==> src/hw/efc_pkg.sv <==
package efc_pkg;

	// ------------------------------------------------------------------
	// Address map
	// ------------------------------------------------------------------
	localparam logic [15:0] EFC_USER_LO = 16'hA000;
	localparam logic [15:0] EFC_USER_HI = 16'hFDFF;
	localparam logic [15:0] EFC_CTRL_ADDR = 16'hFE08;
	localparam logic [15:0] EFC_BPR_ADDR = 16'hFF80;
	localparam logic [15:0] EFC_VEC_LO = 16'hFFD2;
	localparam logic [15:0] EFC_VEC_HI = 16'hFFFF;
	localparam logic [15:0] EFC_ARRAY_TOP = 16'hFFFF;

	// ------------------------------------------------------------------
	// Array geometry
	// ------------------------------------------------------------------
	localparam int EFC_ROW_BYTES = 64;
	localparam int EFC_PAGE_BYTES = 8;
	localparam int EFC_ROW_SHIFT = 6;
	localparam int EFC_PAGE_SHIFT = 3;
	localparam int EFC_BLK8_SHIFT = 9;
	localparam logic [15:0] EFC_HALF_BASE = 16'hC000;

	// ------------------------------------------------------------------
	// Control register fields and reset value
	// ------------------------------------------------------------------
	localparam int EFC_B_DIV_HI = 7;
	localparam int EFC_B_DIV_LO = 6;
	localparam int EFC_B_BLK_HI = 5;
	localparam int EFC_B_BLK_LO = 4;
	localparam int EFC_B_HIGH_VOLTAGE_ENABLE = 3;
	localparam int EFC_B_MARGIN = 2;
	localparam int EFC_B_ERASE = 1;
	localparam int EFC_B_PGM = 0;
	localparam logic [7:0] EFC_CTRL_RST = 8'h00;
	localparam logic [7:0] EFC_DATA_ERASED = 8'h00;
	localparam logic [1:0] EFC_CNT_RST = 2'h0;

	// ------------------------------------------------------------------
	// Block protect base addresses, one per protect bit
	// ------------------------------------------------------------------
	localparam logic [15:0] EFC_BP3_BASE = 16'hF000;
	localparam logic [15:0] EFC_BP2_BASE = 16'hE000;
	localparam logic [15:0] EFC_BP1_BASE = 16'hC000;
	localparam logic [15:0] EFC_BP0_BASE = 16'hA000;

	typedef enum logic [1:0] {
		EFC_ERS_FULL = 2'b00,
		EFC_ERS_HALF = 2'b01,
		EFC_ERS_EIGHT = 2'b10,
		EFC_ERS_ROW = 2'b11
	} efc_ers_t;

	typedef enum logic [1:0] {
		EFC_SEQ_IDLE = 2'b00,
		EFC_SEQ_SEL = 2'b01,
		EFC_SEQ_BPR = 2'b10,
		EFC_SEQ_ARMED = 2'b11
	} efc_seq_t;

	typedef struct packed {
		logic [1:0] pump_div;
		logic [1:0] erase_size;
		logic high_voltage_enable;
		logic margin;
		logic erase_select;
		logic program_select;
	} efc_ctrl_t;

	typedef struct packed {
		logic [15:0] lo;
		logic [15:0] hi;
	} efc_range_t;

endpackage

==> src/hw/efc_top.sv <==
// What this block does
// - One 64-byte row is smallest erase unit.
// - Program one eight-byte page at a time.
// - Erased cell reads 0, programmed reads 1.
// - Flash, protect byte, control, vectors at fixed addresses.
// - Rows are consecutive 64-byte blocks from A000.
// - Pump clock divides bus clock by 2, 4 or 8.
// - Two-bit erase size field is read/write.
// - High voltage set only when armed by sequence.
// - High-voltage bit drives pump and array voltage.
// - Margin refused or dropped while high voltage on.
// - Margin bit selects verify read mode.
// - Erase and program selects never both set.
// - Program and erase select bits choose operation.
// - Erase size decodes full, half, eight rows, row.
// - Protected target range clears the select bit.
`timescale 1ns/100ps
module efc_top
	import efc_pkg::*;
#(
	parameter int ADDR_W = 16
) (
	input wire logic i_clk,
	input wire logic i_sys_rst,
	input wire logic [ADDR_W-1:0] i_addr,
	input wire logic [7:0] i_wdata,
	input wire logic i_wr,
	input wire logic i_rd,
	input wire logic [7:0] i_array_rdata,
	input wire logic [3:0] i_protect_bits,
	output logic [7:0] o_rdata,
	output logic o_pump_clk,
	output logic o_pump_on,
	output logic o_array_hv,
	output logic o_margin_read,
	output logic o_prog_mode,
	output logic o_erase_mode,
	output logic [1:0] o_erase_size,
	output logic o_latch_we,
	output logic [15:0] o_latch_addr,
	output logic [7:0] o_latch_data,
	output logic [15:0] o_target_lo,
	output logic [15:0] o_target_hi
);
	// ------------------------------------------------------------------
	// Decode
	// ------------------------------------------------------------------
	efc_ctrl_t ctrl_q;
	efc_ctrl_t ctrl_d;
	efc_seq_t seq_q;
	efc_seq_t seq_d;
	logic [3:0] prot_q;
	logic [15:0] tgt_addr_q;
	logic [15:0] tgt_addr_d;
	logic [7:0] rdata_q;
	logic [7:0] rdata_d;
	logic lwe_q;
	logic [15:0] laddr_q;
	logic [7:0] ldata_q;
	efc_range_t rng;
	logic blocked;
	logic pump_clk;
	efc_ctrl_t wr_ctrl;

	wire logic [15:0] addr16 = i_addr[15:0];
	// Address map decode.
	wire logic hit_ctrl = (addr16 == EFC_CTRL_ADDR);
	wire logic hit_bpr = (addr16 == EFC_BPR_ADDR);
	wire logic hit_user = (addr16 >= EFC_USER_LO) && (addr16 <= EFC_USER_HI);
	wire logic hit_vec = (addr16 >= EFC_VEC_LO) && (addr16 <= EFC_VEC_HI);
	wire logic hit_array = hit_user || hit_vec;
	wire logic wr_ctrl_s = i_wr && hit_ctrl;
	wire logic rd_bpr_s = i_rd && hit_bpr;
	wire logic wr_array_s = i_wr && hit_array;
	wire logic op_sel = ctrl_q.program_select || ctrl_q.erase_select;
	// Array is unreadable while high voltage is on.
	wire logic array_rd_ok = !ctrl_q.high_voltage_enable;
	assign wr_ctrl = efc_ctrl_t'(i_wdata);

	// ------------------------------------------------------------------
	// Control register next state
	// ------------------------------------------------------------------
	always_comb begin
		ctrl_d = ctrl_q;
		if (wr_ctrl_s) begin
			ctrl_d.pump_div = wr_ctrl.pump_div;
			ctrl_d.erase_size = wr_ctrl.erase_size;
			ctrl_d.program_select = wr_ctrl.program_select;
			ctrl_d.erase_select = wr_ctrl.erase_select;
			// An erase already selected alone wins a simultaneous request, else program wins, so the pair stays exclusive.
			if (wr_ctrl.program_select && wr_ctrl.erase_select) begin
				ctrl_d.erase_select = ctrl_q.erase_select && !ctrl_q.program_select ? 1'b1 : 1'b0;
				ctrl_d.program_select = !ctrl_d.erase_select;
			end
			// High voltage only from the armed state with an operation selected.
			ctrl_d.high_voltage_enable = wr_ctrl.high_voltage_enable &&
				(ctrl_q.high_voltage_enable || (seq_q == EFC_SEQ_ARMED && op_sel));
			if (!(ctrl_d.program_select || ctrl_d.erase_select)) begin
				ctrl_d.high_voltage_enable = 1'b0;
			end
			// Margin can not be set while high voltage is on.
			ctrl_d.margin = wr_ctrl.margin && !ctrl_q.high_voltage_enable;
		end
		// Rising high voltage drops any pending margin request.
		if (ctrl_d.high_voltage_enable) begin
			ctrl_d.margin = 1'b0;
		end
		// Protected target clears the select, which keeps high voltage off.
		if (seq_q == EFC_SEQ_ARMED && blocked && !ctrl_q.high_voltage_enable) begin
			ctrl_d.program_select = 1'b0;
			ctrl_d.erase_select = 1'b0;
			ctrl_d.high_voltage_enable = 1'b0;
		end
	end

	// ------------------------------------------------------------------
	// Arming sequence: select, read protect byte, write target
	// ------------------------------------------------------------------
	always_comb begin
		seq_d = seq_q;
		tgt_addr_d = tgt_addr_q;
		case (seq_q)
			EFC_SEQ_IDLE: begin
				if (op_sel) begin
					seq_d = EFC_SEQ_SEL;
				end
			end
			EFC_SEQ_SEL: begin
				if (rd_bpr_s) begin
					seq_d = EFC_SEQ_BPR;
				end
			end
			EFC_SEQ_BPR: begin
				if (wr_array_s) begin
					seq_d = EFC_SEQ_ARMED;
					tgt_addr_d = addr16;
				end
			end
			default: begin
				seq_d = EFC_SEQ_ARMED;
			end
		endcase
		// Dropping the select restarts the sequence.
		if (!(ctrl_d.program_select || ctrl_d.erase_select)) begin
			seq_d = EFC_SEQ_IDLE;
		end
	end

	efc_range u_range (
		.i_addr(tgt_addr_q),
		.i_erase(ctrl_q.erase_select),
		.i_size(ctrl_q.erase_size),
		.i_protect(prot_q),
		.o_range(rng),
		.o_blocked(blocked)
	);

	efc_pump_div u_div (
		.i_clk(i_clk),
		.i_sys_rst(i_sys_rst),
		.i_div_sel(ctrl_q.pump_div),
		.i_run(ctrl_q.high_voltage_enable),
		.o_pump_clk(pump_clk)
	);

	// ------------------------------------------------------------------
	// Read data: control, protect byte, array pass-through
	// ------------------------------------------------------------------
	// Array data passes as read: erased 0, programmed 1.
	assign rdata_d = !i_rd ? rdata_q :
		hit_ctrl ? ctrl_q :
		hit_bpr ? {4'h0, i_protect_bits} :
		(hit_array && array_rd_ok) ? i_array_rdata : EFC_DATA_ERASED;

	// ------------------------------------------------------------------
	// Registers
	// ------------------------------------------------------------------
	always_ff @(posedge i_clk or posedge i_sys_rst) begin
		if (i_sys_rst) begin
			ctrl_q <= efc_ctrl_t'(EFC_CTRL_RST);
			seq_q <= EFC_SEQ_IDLE;
			prot_q <= 4'h0;
			tgt_addr_q <= EFC_USER_LO;
			rdata_q <= EFC_DATA_ERASED;
		end else begin
			ctrl_q <= ctrl_d;
			seq_q <= seq_d;
			tgt_addr_q <= tgt_addr_d;
			rdata_q <= rdata_d;
			if (rd_bpr_s) begin
				prot_q <= i_protect_bits;
			end
		end
	end

	// Page write latch strobes for programming; erase writes load its address and data without a strobe.
	always_ff @(posedge i_clk or posedge i_sys_rst) begin
		if (i_sys_rst) begin
			lwe_q <= 1'b0;
			laddr_q <= 16'h0000;
			ldata_q <= EFC_DATA_ERASED;
		end else begin
			lwe_q <= wr_array_s && ctrl_q.program_select && !ctrl_q.high_voltage_enable
				&& seq_q != EFC_SEQ_SEL;
			laddr_q <= wr_array_s ? addr16 : laddr_q;
			ldata_q <= wr_array_s ? i_wdata : ldata_q;
		end
	end

	// ------------------------------------------------------------------
	// Outputs toward the array and pump
	// ------------------------------------------------------------------
	logic hv_q;
	logic margin_q;
	logic [15:0] tlo_q;
	logic [15:0] thi_q;
	always_ff @(posedge i_clk or posedge i_sys_rst) begin
		if (i_sys_rst) begin
			hv_q <= 1'b0;
			margin_q <= 1'b0;
			tlo_q <= EFC_USER_LO;
			thi_q <= EFC_USER_LO;
		end else begin
			hv_q <= ctrl_q.high_voltage_enable;
			margin_q <= ctrl_q.margin;
			tlo_q <= rng.lo;
			thi_q <= rng.hi;
		end
	end

	assign o_rdata = rdata_q;
	assign o_pump_clk = pump_clk;
	assign o_pump_on = hv_q;
	assign o_array_hv = hv_q;
	assign o_margin_read = margin_q;
	assign o_prog_mode = ctrl_q.program_select;
	assign o_erase_mode = ctrl_q.erase_select;
	assign o_erase_size = ctrl_q.erase_size;
	assign o_latch_we = lwe_q;
	assign o_latch_addr = laddr_q;
	assign o_latch_data = ldata_q;
	assign o_target_lo = tlo_q;
	assign o_target_hi = thi_q;
endmodule

==> src/hw/efc_pump_div.sv <==
`timescale 1ns/100ps
module efc_pump_div
	import efc_pkg::*;
(
	input wire logic i_clk,
	input wire logic i_sys_rst,
	input wire logic [1:0] i_div_sel,
	input wire logic i_run,
	output logic o_pump_clk
);
	logic [1:0] cnt_q;
	logic [1:0] cnt_d;
	logic clk_q;
	logic clk_d;
	wire logic div1 = (i_div_sel == 2'h0);
	wire logic div4 = (i_div_sel == 2'h3);

	// Code 00 toggles on every edge, the fastest a register can go.
	// The other codes stretch that rate by two or four so the ratios hold.
	wire logic flip = div1 || (div4 ? (cnt_q == 2'h3) : cnt_q[0]);
	assign cnt_d = i_run ? (cnt_q + 2'h1) : EFC_CNT_RST;
	assign clk_d = !i_run ? 1'b0 : flip ? !clk_q : clk_q;

	always_ff @(posedge i_clk or posedge i_sys_rst) begin
		if (i_sys_rst) begin
			cnt_q <= EFC_CNT_RST;
			clk_q <= 1'b0;
		end else begin
			cnt_q <= cnt_d;
			clk_q <= clk_d;
		end
	end

	assign o_pump_clk = clk_q;
endmodule

==> src/hw/efc_range.sv <==
`timescale 1ns/100ps
module efc_range
	import efc_pkg::*;
(
	input wire logic [15:0] i_addr,
	input wire logic i_erase,
	input wire logic [1:0] i_size,
	input wire logic [3:0] i_protect,
	output efc_range_t o_range,
	output logic o_blocked
);
	logic [15:0] prot_lo;

	// Erase size decode: full, half, eight rows, one row.
	always_comb begin
		o_range.lo = {i_addr[15:EFC_PAGE_SHIFT], 3'h0};
		o_range.hi = {i_addr[15:EFC_PAGE_SHIFT], 3'h7};
		if (i_erase) begin
			case (efc_ers_t'(i_size))
				EFC_ERS_FULL: begin
					o_range.lo = EFC_USER_LO;
					o_range.hi = EFC_ARRAY_TOP;
				end
				EFC_ERS_HALF: begin
					o_range.lo = (i_addr >= EFC_HALF_BASE) ? EFC_HALF_BASE : EFC_USER_LO;
					o_range.hi = (i_addr >= EFC_HALF_BASE) ? EFC_ARRAY_TOP : EFC_HALF_BASE - 16'h1;
				end
				EFC_ERS_EIGHT: begin
					o_range.lo = {i_addr[15:EFC_BLK8_SHIFT], 9'h000};
					o_range.hi = {i_addr[15:EFC_BLK8_SHIFT], 9'h1FF};
				end
				default: begin
					o_range.lo = {i_addr[15:EFC_ROW_SHIFT], 6'h00};
					o_range.hi = {i_addr[15:EFC_ROW_SHIFT], 6'h3F};
				end
			endcase
		end
	end

	// Lowest protected base wins; all protected ranges run to the top.
	assign prot_lo = i_protect[0] ? EFC_BP0_BASE : i_protect[1] ? EFC_BP1_BASE :
		i_protect[2] ? EFC_BP2_BASE : EFC_BP3_BASE;
	assign o_blocked = (|i_protect) && (o_range.hi >= prot_lo);
endmodule

==> config.mk <==
export PLATFORM = sky130hd
export DESIGN_NAME = efc_top
export DESIGN_NICKNAME = d
export VERILOG_FILES = /design/src/hw/efc_pkg.sv /design/src/hw/efc_top.sv /design/src/hw/efc_pump_div.sv /design/src/hw/efc_range.sv
export SDC_FILE = /design/constraint.sdc
export NUM_CORES = 1
export LEC_CHECK = 0
export ABC_AREA = 1
export BUFFER_PORTS_ARGS = -buffer_cell sky130_fd_sc_hd__buf_2
export CORE_AREA = 2 2 119 75
export DETAILED_ROUTE_END_ITERATION = 6
export DIE_AREA = 0 0 121 77
export GPL_ROUTABILITY_DRIVEN = 0
export MAX_ROUTING_LAYER = met4
export PLACE_DENSITY = 0.9
export SETUP_SLACK_MARGIN = 0.3
export SYNTH_ARGS = -nofsm -noshare
export SYNTH_HDL_FRONTEND = slang
export SYNTH_HIERARCHICAL = 1
export SYNTH_SLANG_ARGS = --single-unit
==> constraint.sdc <==
create_clock -name i_clk -period 3.44 [get_ports i_clk]
set_clock_uncertainty 0.1 [all_clocks]
set_input_delay 0.344 -clock i_clk [delete_from_list [all_inputs] [get_ports i_clk]]
set_output_delay 0.344 -clock i_clk [all_outputs]
set_load 0.01 [all_outputs]
After elaboration in Yosys (flattened, before gate mapping):

Cells that the tools add are included.

* register bits after elaboration: 100
* word-level logic and storage cells: 101
* input bits: 40

* mux-type cells: 27
* $add $sub $neg: 1
* magnitude comparators: 6
* equality and inequality tests: 14
* reductions and logical operators: 34

Operators with widths (count)
* 32-bit case mux with 3 select lines: 1
* 16-bit greater-or-equal comparator, second input constant: 3
* 16-bit equality test, second input constant: 2
* 16-bit less-or-equal comparator, second input constant: 2
* 16-bit two-way mux: 2
* 32-bit two-way mux: 1
* 15-bit two-way mux: 2
* 8-bit two-way mux: 3
* 1-bit logical AND: 17
* 16-bit greater-or-equal comparator: 1
* 2-bit two-way mux: 8
* 13-bit two-way mux: 1
* 2-bit equality test, second input constant: 5
* 3-bit inequality test, second input constant: 3
* 1-bit two-way mux: 7
* 2-bit logical NOT: 3
* 1-bit logical OR: 6
* 2-bit case mux with 3 select lines: 1
* 2-bit by 1-bit equality test with 1-bit output, second input constant: 2
* 1-bit logical NOT: 4
* 4-bit two-way mux: 1
* 2-bit by 1-bit inequality test with 1-bit output, second input constant: 2
* 4-bit OR reduction: 1
* 3-bit AND reduction: 1
* 3 further kinds: 3

Longest topological paths before layout:

Gate-level depths: netlist of run 1.

* depth after elaboration: 13
* depth in mapped cells: 12

By module:

Netlist of run 1, hierarchy kept.

Modules (own cells, without submodules)
* efc_top: cells each 376, seq. area each 2434.8 sq um, area each 3737.3 sq um, times used 1
* efc_range: cells each 71, seq. area each 0.0 sq um, area each 359.1 sq um, times used 1
* efc_pump_div: cells each 20, seq. area each 75.1 sq um, area each 157.7 sq um, times used 1

Worst setup path before layout of run 1:

OpenSTA, ideal clock, no wires.

* path kind: reg-to-reg
* start: register ctrl_q, in the netlist o_erase_mode
* end: register seq_q[0]
* data arrival time: 1.751 ns
* setup time: 0.123 ns
* path slack: 1.467 ns
* data required time: 3.217 ns
* path buffers: 0
* cell stages (with the launch flop): 12
* cells stage by stage: dfrtp_1 > inv_2 > nor2_8 > inv_2 > nand2_1 > o211ai_1 > ha_1 > nand2_1 > a21oi_2 > nand4_1 > nand2_1 > a21oi_1

RTL lines
* start, declared: RTL line efc_top.sv:48 `efc_ctrl_t ctrl_q;`
* start signal, assigned: RTL line efc_top.sv:180 `ctrl_q <= efc_ctrl_t'(EFC_CTRL_RST);`
* start signal, assigned: RTL line efc_top.sv:186 `ctrl_q <= ctrl_d;`
* end signal, assigned: RTL line efc_top.sv:187 `seq_q <= seq_d;`
* end, declared: RTL line efc_top.sv:50 `efc_seq_t seq_q;`

==> results of run 1 <==
==> flip-flops by register name, summed over array words and instances, names as in the netlist, 2 cells and up <==
register / count
seq_q: 2
prot_q: 4
o_target_hi: 16
o_latch_addr: 16
o_latch_data: 8
u_div/cnt_q: 2
o_erase_size: 2
o_rdata: 8
tgt_addr_q: 13
ctrl_q: 4
o_target_lo: 16
==> layout make-up <==
class,instances,area share
Clock inverter,6,0.00873
Clock buffer,10,0.0456
Multi-Input combinational cell,274,0.262
Tap cell,112,0.0279
Sequential cell,97,0.485
Inverter,71,0.0536
Timing Repair Buffer,115,0.117
==> power by group <==
| part | total [W] | internal [W] | switching, W |
|---|---|---|---|
| logic | 0.000233 | 0.0000875 | 0.000145 |
| registers | 0.00123 | 0.00119 | 0.0000322 |
| clock network | 0.000905 | 0.000492 | 0.000413 |
==> placed cells by master (no fill, tap or decap), types with 2 or more instances in the layout <==
cell type,n
a21oi_1,5
a31oi_1,2
buf_2,112
buf_4,2
clkbuf_16,9
clkinv_2,2
clkinv_4,2
conb_1,6
dfrtp_1,91
dfstp_2,6
ha_1,3
inv_1,64
inv_2,5
nand2_1,129
nand2_2,2
nand3_1,14
nand3_2,2
nand3b_1,2
nand4_1,7
nand4_2,2
nor2_1,29
nor2_2,2
nor2_4,3
o21ai_0,30
o21ai_1,20
o21ai_2,6
==> worst min path at each step <==
stage / startpoint / end / slack [ns] / cells after the start
after global placement: i_sys_rst / u_div/cnt_q[1] / 0.14 / 2
after CTS: i_wdata[3] / o_latch_data[3] / 0.14 / 3
final: i_wdata[3] / o_latch_data[3] / 0.15 / 3
after global routing: i_wdata[3] / o_latch_data[3] / 0.15 / 3
after floorplan: i_sys_rst / u_div/cnt_q[0] / -0.002 / 1
after detailed placement: i_sys_rst / u_div/o_pump_clk / 0.15 / 2
==> critical path: stages (launching register included) <==
cell and delay [ns]:
dfrtp_1 0.61, inv_2 0.15, nor2_8 0.14, inv_2 0.09, nand2_1 0.08, o211ai_1 0.13
ha_1 0.30, nand2_1 0.06, a21oi_2 0.14, nand4_1 0.16, nand2_1 0.15, a21boi_1 0.09
==> through the flow <==
step           total power [W]  cells  worst slack [ns]
6_report               0.00236    685              1.11
5_1_grt                0.00248    685             0.963
4_1_cts                0.00239    685              1.16
3_5_place_dp           0.00148    668              1.20
3_3_place_gp           0.00147    668              1.33
2_1_floorplan          0.00137    462             0.557
==> what timing repair did <==
| item | CTS | global route |
|---|---|---|
| hold buffers | 1 | 0 |
| gates resized for setup | 0 | 0 |
| endpoints found under the hold margin | 3 | 0 |
==> per-layer routing <==
metal	wire (um)	up-vias
met5	0	-
met4	90	0
met3	764	11
met2	4620	143
met1	4280	1554
li1	-	1629
==> results_dict.tcl, run 1 <==
set metrics [dict create \
    status "complete, no violations" \
    final-max-slew-violation-count 0 \
    dpl_cell_area_mm2 0.00474 \
    final_util 0.610 \
    holdWs_ns 0.155 \
    p_per_area_mw_per_mm2 471 \
    final_nets 611 \
    maxSlewHeadroom 0.391 \
    period_minus_slack_ns 2.33 \
    drive_above_1_share 0.284 \
    placementRows 26 \
    vias 3337 \
    regArea_mm2 0.00243 \
    dpl.hpwl_um 7320 \
    gr-usage-met1 0.309 \
    num_antenna_cells 0 \
    r2r_setup_slack_ns 1.11 \
    endpoint "seq_q[1]" \
    core_area_mm2 0.00823 \
    worstPathArrival_ns 2.45 \
    grt_pass1_wl_um 16100 \
    drc 0 \
    ant_nets 0 \
    clk_pin_slew_ns 0.07 \
    ir_drop_v 0.000276 \
    finalSetupTns_ns 0 \
    grt_usage 0.231 \
    crit-reg2reg-launch "o_erase_mode" \
    min-delay-path-class "in -> reg" \
    grt_antenna_before_repair 0 \
    cts.path.max_buffers 2 \
    die-width_um 121 \
    setup-violations-final 0 \
    netlist_area_mm2 0.00415 \
    ys_warn_count 6 \
    critPathLaunch "o_erase_mode" \
    ios 113 \
    die_area_mm2 0.00932 \
    cts_tree "built" \
    postSynthAreaPerCell_um2 9.07 \
    wire_per_inst_um 14.2 \
    finalHoldViolations 0 \
    use_met3 0.0551 \
    worst-r2r-cell-count 11 \
    busiest_layer "met2" \
    cp-end-kind "flip-flop" \
    overflow 0 \
    multiInputGateArea_mm2 0.00132 \
    max_freq_mhz 429 \
    area_growth_pct 20.8 \
    first_global_vias 3209 \
    drtIter0Drc 274 \
    dieHeight_um 77 \
    start_kind "flip-flop" \
    viasPerCell 4.87 \
    timing.rr.end "seq_q[1]" \
    syn_inst 458 \
    cts_setup_buffers 0 \
    cp.required_ns 3.56 \
    grt_max_degree 49 \
    dr.pass1.iters 4 \
    start_util 0.505 \
    cts_buffers 9 \
    p_leak_nw 2.86 \
    nFillCells 676 \
    cts_root_buf "clkbuf_16" \
    finalCritPeriodShare 0.677 \
    met2_usage 0.355 \
    final_area_mm2 0.00502 \
    cts.sinks 97 \
    crit_fanout 12 \
    grt_setup_unrepaired "no" \
    clk_latency_ns 0.34 \
    numPortBuffers 112 \
    htree_levels 3 \
    totalWireLength_um 9750 \
    path_class "reg -> reg" \
    drv_cap 0 \
    worst_pin_slew_ns 0.912 \
]
(Power assumes the default switching activity.)
==> inputs of run 2 (changes only) <==
CORE_AREA = 2 2 125 78   (was 2 2 119 75)
DIE_AREA = 0 0 127 80   (was 0 0 121 77)
PLACE_DENSITY = 0.87   (was 0.9)
clock period = 1.9 ns   (was 3.44 ns; I/O delays follow)
==> run 2 against run 1 <==
Against the previous run:
- critical path depth decreased by 1
- combinational power increased by 90%
- power increased by 88%
- register-to-register slack got worse by 1.2 ns
- first-iteration DRC count decreased by 0.73%
- non-clock buffer count increased by 15
- the run now ends with negative setup slack left
- critical endpoint is now ctrl_q[3]
- critical path type unchanged
==> results_dict.tcl, run 2 (synthesized netlist as in run 1, its figures left out) <==
set metrics [dict create \
    status "finished, violations left" \
    violations "negative setup slack" \
    start_kind "flip-flop" \
    cts_tree "built" \
    p_leak_nw 2.94 \
    cts.path.max_buffers 2 \
    start_util 0.462 \
    final_cell_mix "nand2_1 (125), buf_2 (112), dfrtp_1 (89)" \
    use_met3 0.0576 \
    die-width_um 127 \
    comb_power_share 0.100 \
    num_antenna_cells 0 \
    setup-violations-final 5 \
    ant_nets 0 \
    seq_power_share 0.498 \
    grt_antenna_before_repair 0 \
    period_minus_slack_ns 1.99 \
    grt_max_degree 81 \
    layout_commonest_cell "nand2_1" \
    finalCritPeriodShare 1.04 \
    viasPerCell 5.00 \
    min-delay-path-class "in -> reg" \
    grt_usage 0.217 \
    crit-reg2reg-launch "o_erase_mode" \
    p_per_area_mw_per_mm2 848 \
    wire_per_inst_um 14.8 \
    overflow 0 \
    instances_no_fill 704 \
    grt_setup_unrepaired "yes" \
    max_freq_mhz 504 \
    vias 3521 \
    dr.pass1.iters 6 \
    worstPathArrival_ns 2.12 \
    dpl.hpwl_um 7550 \
    crit_fanout 5 \
    final-max-slew-violation-count 0 \
    critPathLaunch "o_erase_mode" \
    placed_cells 676 \
    met2_usage 0.333 \
    drive_above_1_share 0.311 \
    cts_buffers 9 \
    grt_pass1_wl_um 16600 \
    htree_levels 3 \
    nFillCells 777 \
    cts_root_buf "clkbuf_16" \
    final_nets 626 \
    holdWs_ns 0.0124 \
    finalHoldViolations 0 \
    drtIter0Drc 272 \
    total_power_w 0.00444 \
    clk_latency_ns 0.35 \
    drc 0 \
    gr-usage-met1 0.287 \
    clock_power_share 0.403 \
    hold_start "i_wdata[7]" \
    core_area_mm2 0.00899 \
    first_global_vias 3388 \
    placementRows 27 \
    totalWireLength_um 10400 \
    ir_drop_v 0.000460 \
    final_util 0.583 \
    p_sw_w 0.00116 \
    swShare 0.260 \
    timing.final.ws_setup_ns -0.0851 \
    cts.sinks 97 \
    dieHeight_um 80 \
    busiest_layer "met2" \
    cp-end-kind "flip-flop" \
    ios 113 \
    area_growth_pct 26.2 \
    final_area_mm2 0.00524 \
    clk_pin_slew_ns 0.07 \
    path_class "reg -> reg" \
    drv_cap 0 \
    die_area_mm2 0.0102 \
    cp.required_ns 2.04 \
    numPortBuffers 112 \
    dpl_cell_area_mm2 0.00481 \
    internal-power_w 0.00329 \
]
-- run 2: area by class of cell --
cell class / count / area, um2 / area share
Sequential cell: 97 / 2440 / 0.465
Clock buffer: 10 / 239 / 0.0456
Clock inverter: 6 / 57.6 / 0.0110
Timing Repair Buffer: 130 / 733 / 0.140
Tap cell: 116 / 145 / 0.0277
Multi-Input combinational cell: 274 / 1350 / 0.258
Inverter: 71 / 275 / 0.0525
-- run 2: metal layers --
metal | share of wire | vias to the layer above
li1 | - | 1663
met1 | 0.45 | 1682
met2 | 0.45 | 165
met3 | 0.086 | 11
met4 | 0.011 | 0
met5 | 0 | -
-- run 2: worst paths after layout --
check,endpoint,slack (ns),cells after the start
worst max-delay path,ctrl_q[3],-0.09,10
worst min-delay path,o_latch_data[7],0.01,3
worst max register to register,ctrl_q[3],-0.09,10
worst min register to register,o_margin_read,0.31,0
max in group asynchronous,o_target_lo[13],0.70,4
min in group asynchronous,u_div/o_pump_clk,0.16,3
-- run 2: power by group through the flow --
| stage | combinational, W | clock, W | sequential [W] |
|---|---|---|---|
| 2_1_floorplan | 0.000189 | 0 | 0.00229 |
| 3_3_place_gp | 0.000422 | 0 | 0.00225 |
| 3_5_place_dp | 0.000438 | 0 | 0.00225 |
| 4_1_cts | 0.000448 | 0.00183 | 0.00221 |
| 5_1_grt | 0.000497 | 0.00192 | 0.00222 |
| 6_report | 0.000443 | 0.00179 | 0.00221 |
-- run 2: per-stage QoR --
step	TNS (ns)	setup slack [ns]
after global placement	0	0.147
after global routing	-0.563	-0.136
final	-0.292	-0.0851
after detailed placement	-0.0515	-0.0235
after floorplan	0	0.0943
after CTS	0	0.00585
-- run 2: repair_timing --
action,CTS,global route
pin swaps,0,9
buffers inserted,2,5
cloned,0,0
gates resized for setup,2,10
endpoints found under the setup margin,17,16
hold buffers,5,0
endpoints found under the hold margin,21,0
-- run 2: worst max-delay path, stage by stage (launching register included) --
cell	delay [ns]
dfrtp_2	0.38
inv_4	0.06
nor2_8	0.12
inv_4	0.06
nand2_2	0.07
o211ai_1	0.12
ha_1	0.31
nand2_1	0.06
a21oi_2	0.15
nand4_1	0.19
and3_1	0.26
==> inputs of run 3 (changes only) <==
SKIP_LAST_GASP = 1   (was not set)
==> run 3 against run 2 <==
Against the previous run:
- the run still ends with negative setup slack left
- critical endpoint unchanged
- non-clock buffer count unchanged
- count of clock-buffer cells in the layout unchanged
- sequential power about the same
- largest cell class unchanged
- design area unchanged
==> results_dict.tcl, run 3 (synthesized netlist as in run 1, its figures left out) <==
set metrics [dict create \
    status "finished, violations left" \
    nFillCells 777 \
    ant_nets 0 \
    grt_setup_unrepaired "yes" \
    ir_drop_v 0.000460 \
    dpl.hpwl_um 7550 \
    start_kind "flip-flop" \
    clk_pin_slew_ns 0.07 \
    p_per_area_mw_per_mm2 848 \
    critical_path.max_stage_delay_ns 0.38 \
    final_area_mm2 0.00524 \
    total_power_w 0.00444 \
    grt_max_degree 81 \
    crit_fanout 5 \
    placed_cells 676 \
    totalWireLength_um 10400 \
    start_util 0.462 \
    path_cells "inv_4 > nor2_8 > inv_4 > nand2_2 > o211ai_1 > ha_1 > nand2_1 > a21oi_2 > nand4_1 > and3_1" \
    timing.final.ws_setup_ns -0.0830 \
    htree_levels 3 \
    post-place-ws_ns -0.0235 \
    cpLargestDelayFamily "simple AND/OR/NAND/NOR gates" \
    cp_common_cell "inv_4" \
    violations "negative setup slack" \
    final-max-slew-violation-count 0 \
    setup-violations-final 5 \
    grt_pass1_wl_um 16600 \
    max_freq_mhz 504 \
    ios 113 \
    clk_latency_ns 0.35 \
    multiInputGateArea_mm2 0.00135 \
    drv_cap 0 \
    cts_buffers 9 \
    final_cell_mix "nand2_1 (125), buf_2 (112), dfrtp_1 (89)" \
    finalCritPeriodShare 1.04 \
    final_util 0.583 \
    path_class "reg -> reg" \
    drive_above_1_share 0.311 \
    viasPerCell 5.02 \
    grt_usage 0.217 \
    area_growth_pct 26.2 \
    p_leak_nw 2.94 \
    cts_root_buf "clkbuf_16" \
    dpl_cell_area_mm2 0.00481 \
    overflow 0 \
    num_antenna_cells 0 \
    worstPathArrival_ns 2.12 \
    period_minus_slack_ns 1.98 \
    grt_antenna_before_repair 0 \
    placementRows 27 \
    drc 0 \
    slowest_stage "dfrtp_2" \
    layout_commonest_cell "nand2_1" \
    cts_tree "built" \
    die_area_mm2 0.0102 \
    cts.path.max_buffers 2 \
    final_nets 626 \
    min-delay-path-class "in -> reg" \
    cts.sinks 97 \
    cp-end-kind "flip-flop" \
    dieHeight_um 80 \
    first_global_vias 3388 \
    vias 3537 \
    finalHoldViolations 0 \
    numPortBuffers 112 \
    dr.pass1.iters 6 \
    regArea_mm2 0.00244 \
    cp.required_ns 2.04 \
    core_area_mm2 0.00899 \
    drtIter0Drc 275 \
    instances_no_fill 704 \
    crit_buf_inv 2 \
    wire_per_inst_um 14.7 \
    die-width_um 127 \
]
[run 3: changes by cell type in the layout (fill, tap and decap cells not counted)]
cell	delta
o21ai_1	-3
o21ai_0	+3
[run 3: cell type report]
cell class                      instances  share of cell area
Inverter                               71              0.0525
Multi-Input combinational cell        274               0.258
Sequential cell                        97               0.465
Clock buffer                           10              0.0456
Timing Repair Buffer                  130               0.140
Clock inverter                          6              0.0110
Tap cell                              116              0.0277
[run 3: through the flow]
step / hold WS (ns) / TNS [ns]
2_1_floorplan: -0.156 / 0
3_3_place_gp: -0.0157 / 0
3_5_place_dp: -0.0102 / -0.0515
4_1_cts: 0.00140 / 0
5_1_grt: 0.0226 / -0.563
6_report: 0.0127 / -0.275
[run 3: worst paths after layout]
path                       slack, ns    startpoint  cells past startpoint                to
max                            -0.08  o_erase_mode                     10         ctrl_q[3]
min                             0.01    i_wdata[7]                      3   o_latch_data[7]
max reg2reg                    -0.08  o_erase_mode                     10         ctrl_q[3]
min reg2reg                     0.31     ctrl_q[2]                      0     o_margin_read
max in group asynchronous       0.70     i_sys_rst                      4   o_target_lo[13]
min in group asynchronous       0.16     i_sys_rst                      3  u_div/o_pump_clk
[run 3: where the power goes]
group          switching, W  internal [W]  total, W
clock network      0.000833      0.000956   0.00179
logic              0.000272      0.000170  0.000442
registers         0.0000505       0.00216   0.00221
total               0.00116       0.00329   0.00444
[run 3: tightest hold or removal path, cell delays in order]
cell and delay [ns]:
buf_2 0.09, inv_1 0.07, o21ai_1 0.07
[run 3: routing by layer]
layer  vias to the layer above  GRT usage  wire (um)
li1                       1666          -          -
met1                      1693      0.287       4710
met2                       163      0.333       4670
met3                        15     0.0576        842
met4                         0     0.0648        153
met5                         -          -          0
[run 3: what timing repair did]
item | in CTS | in global routing
cloned | 0 | 0
hold buffers | 5 | 0
pin swaps | 0 | 9
endpoints found under the hold margin | 21 | 0
setup buffers | 2 | 5
resized for setup | 2 | 7
setup endpoints to repair | 17 | 16
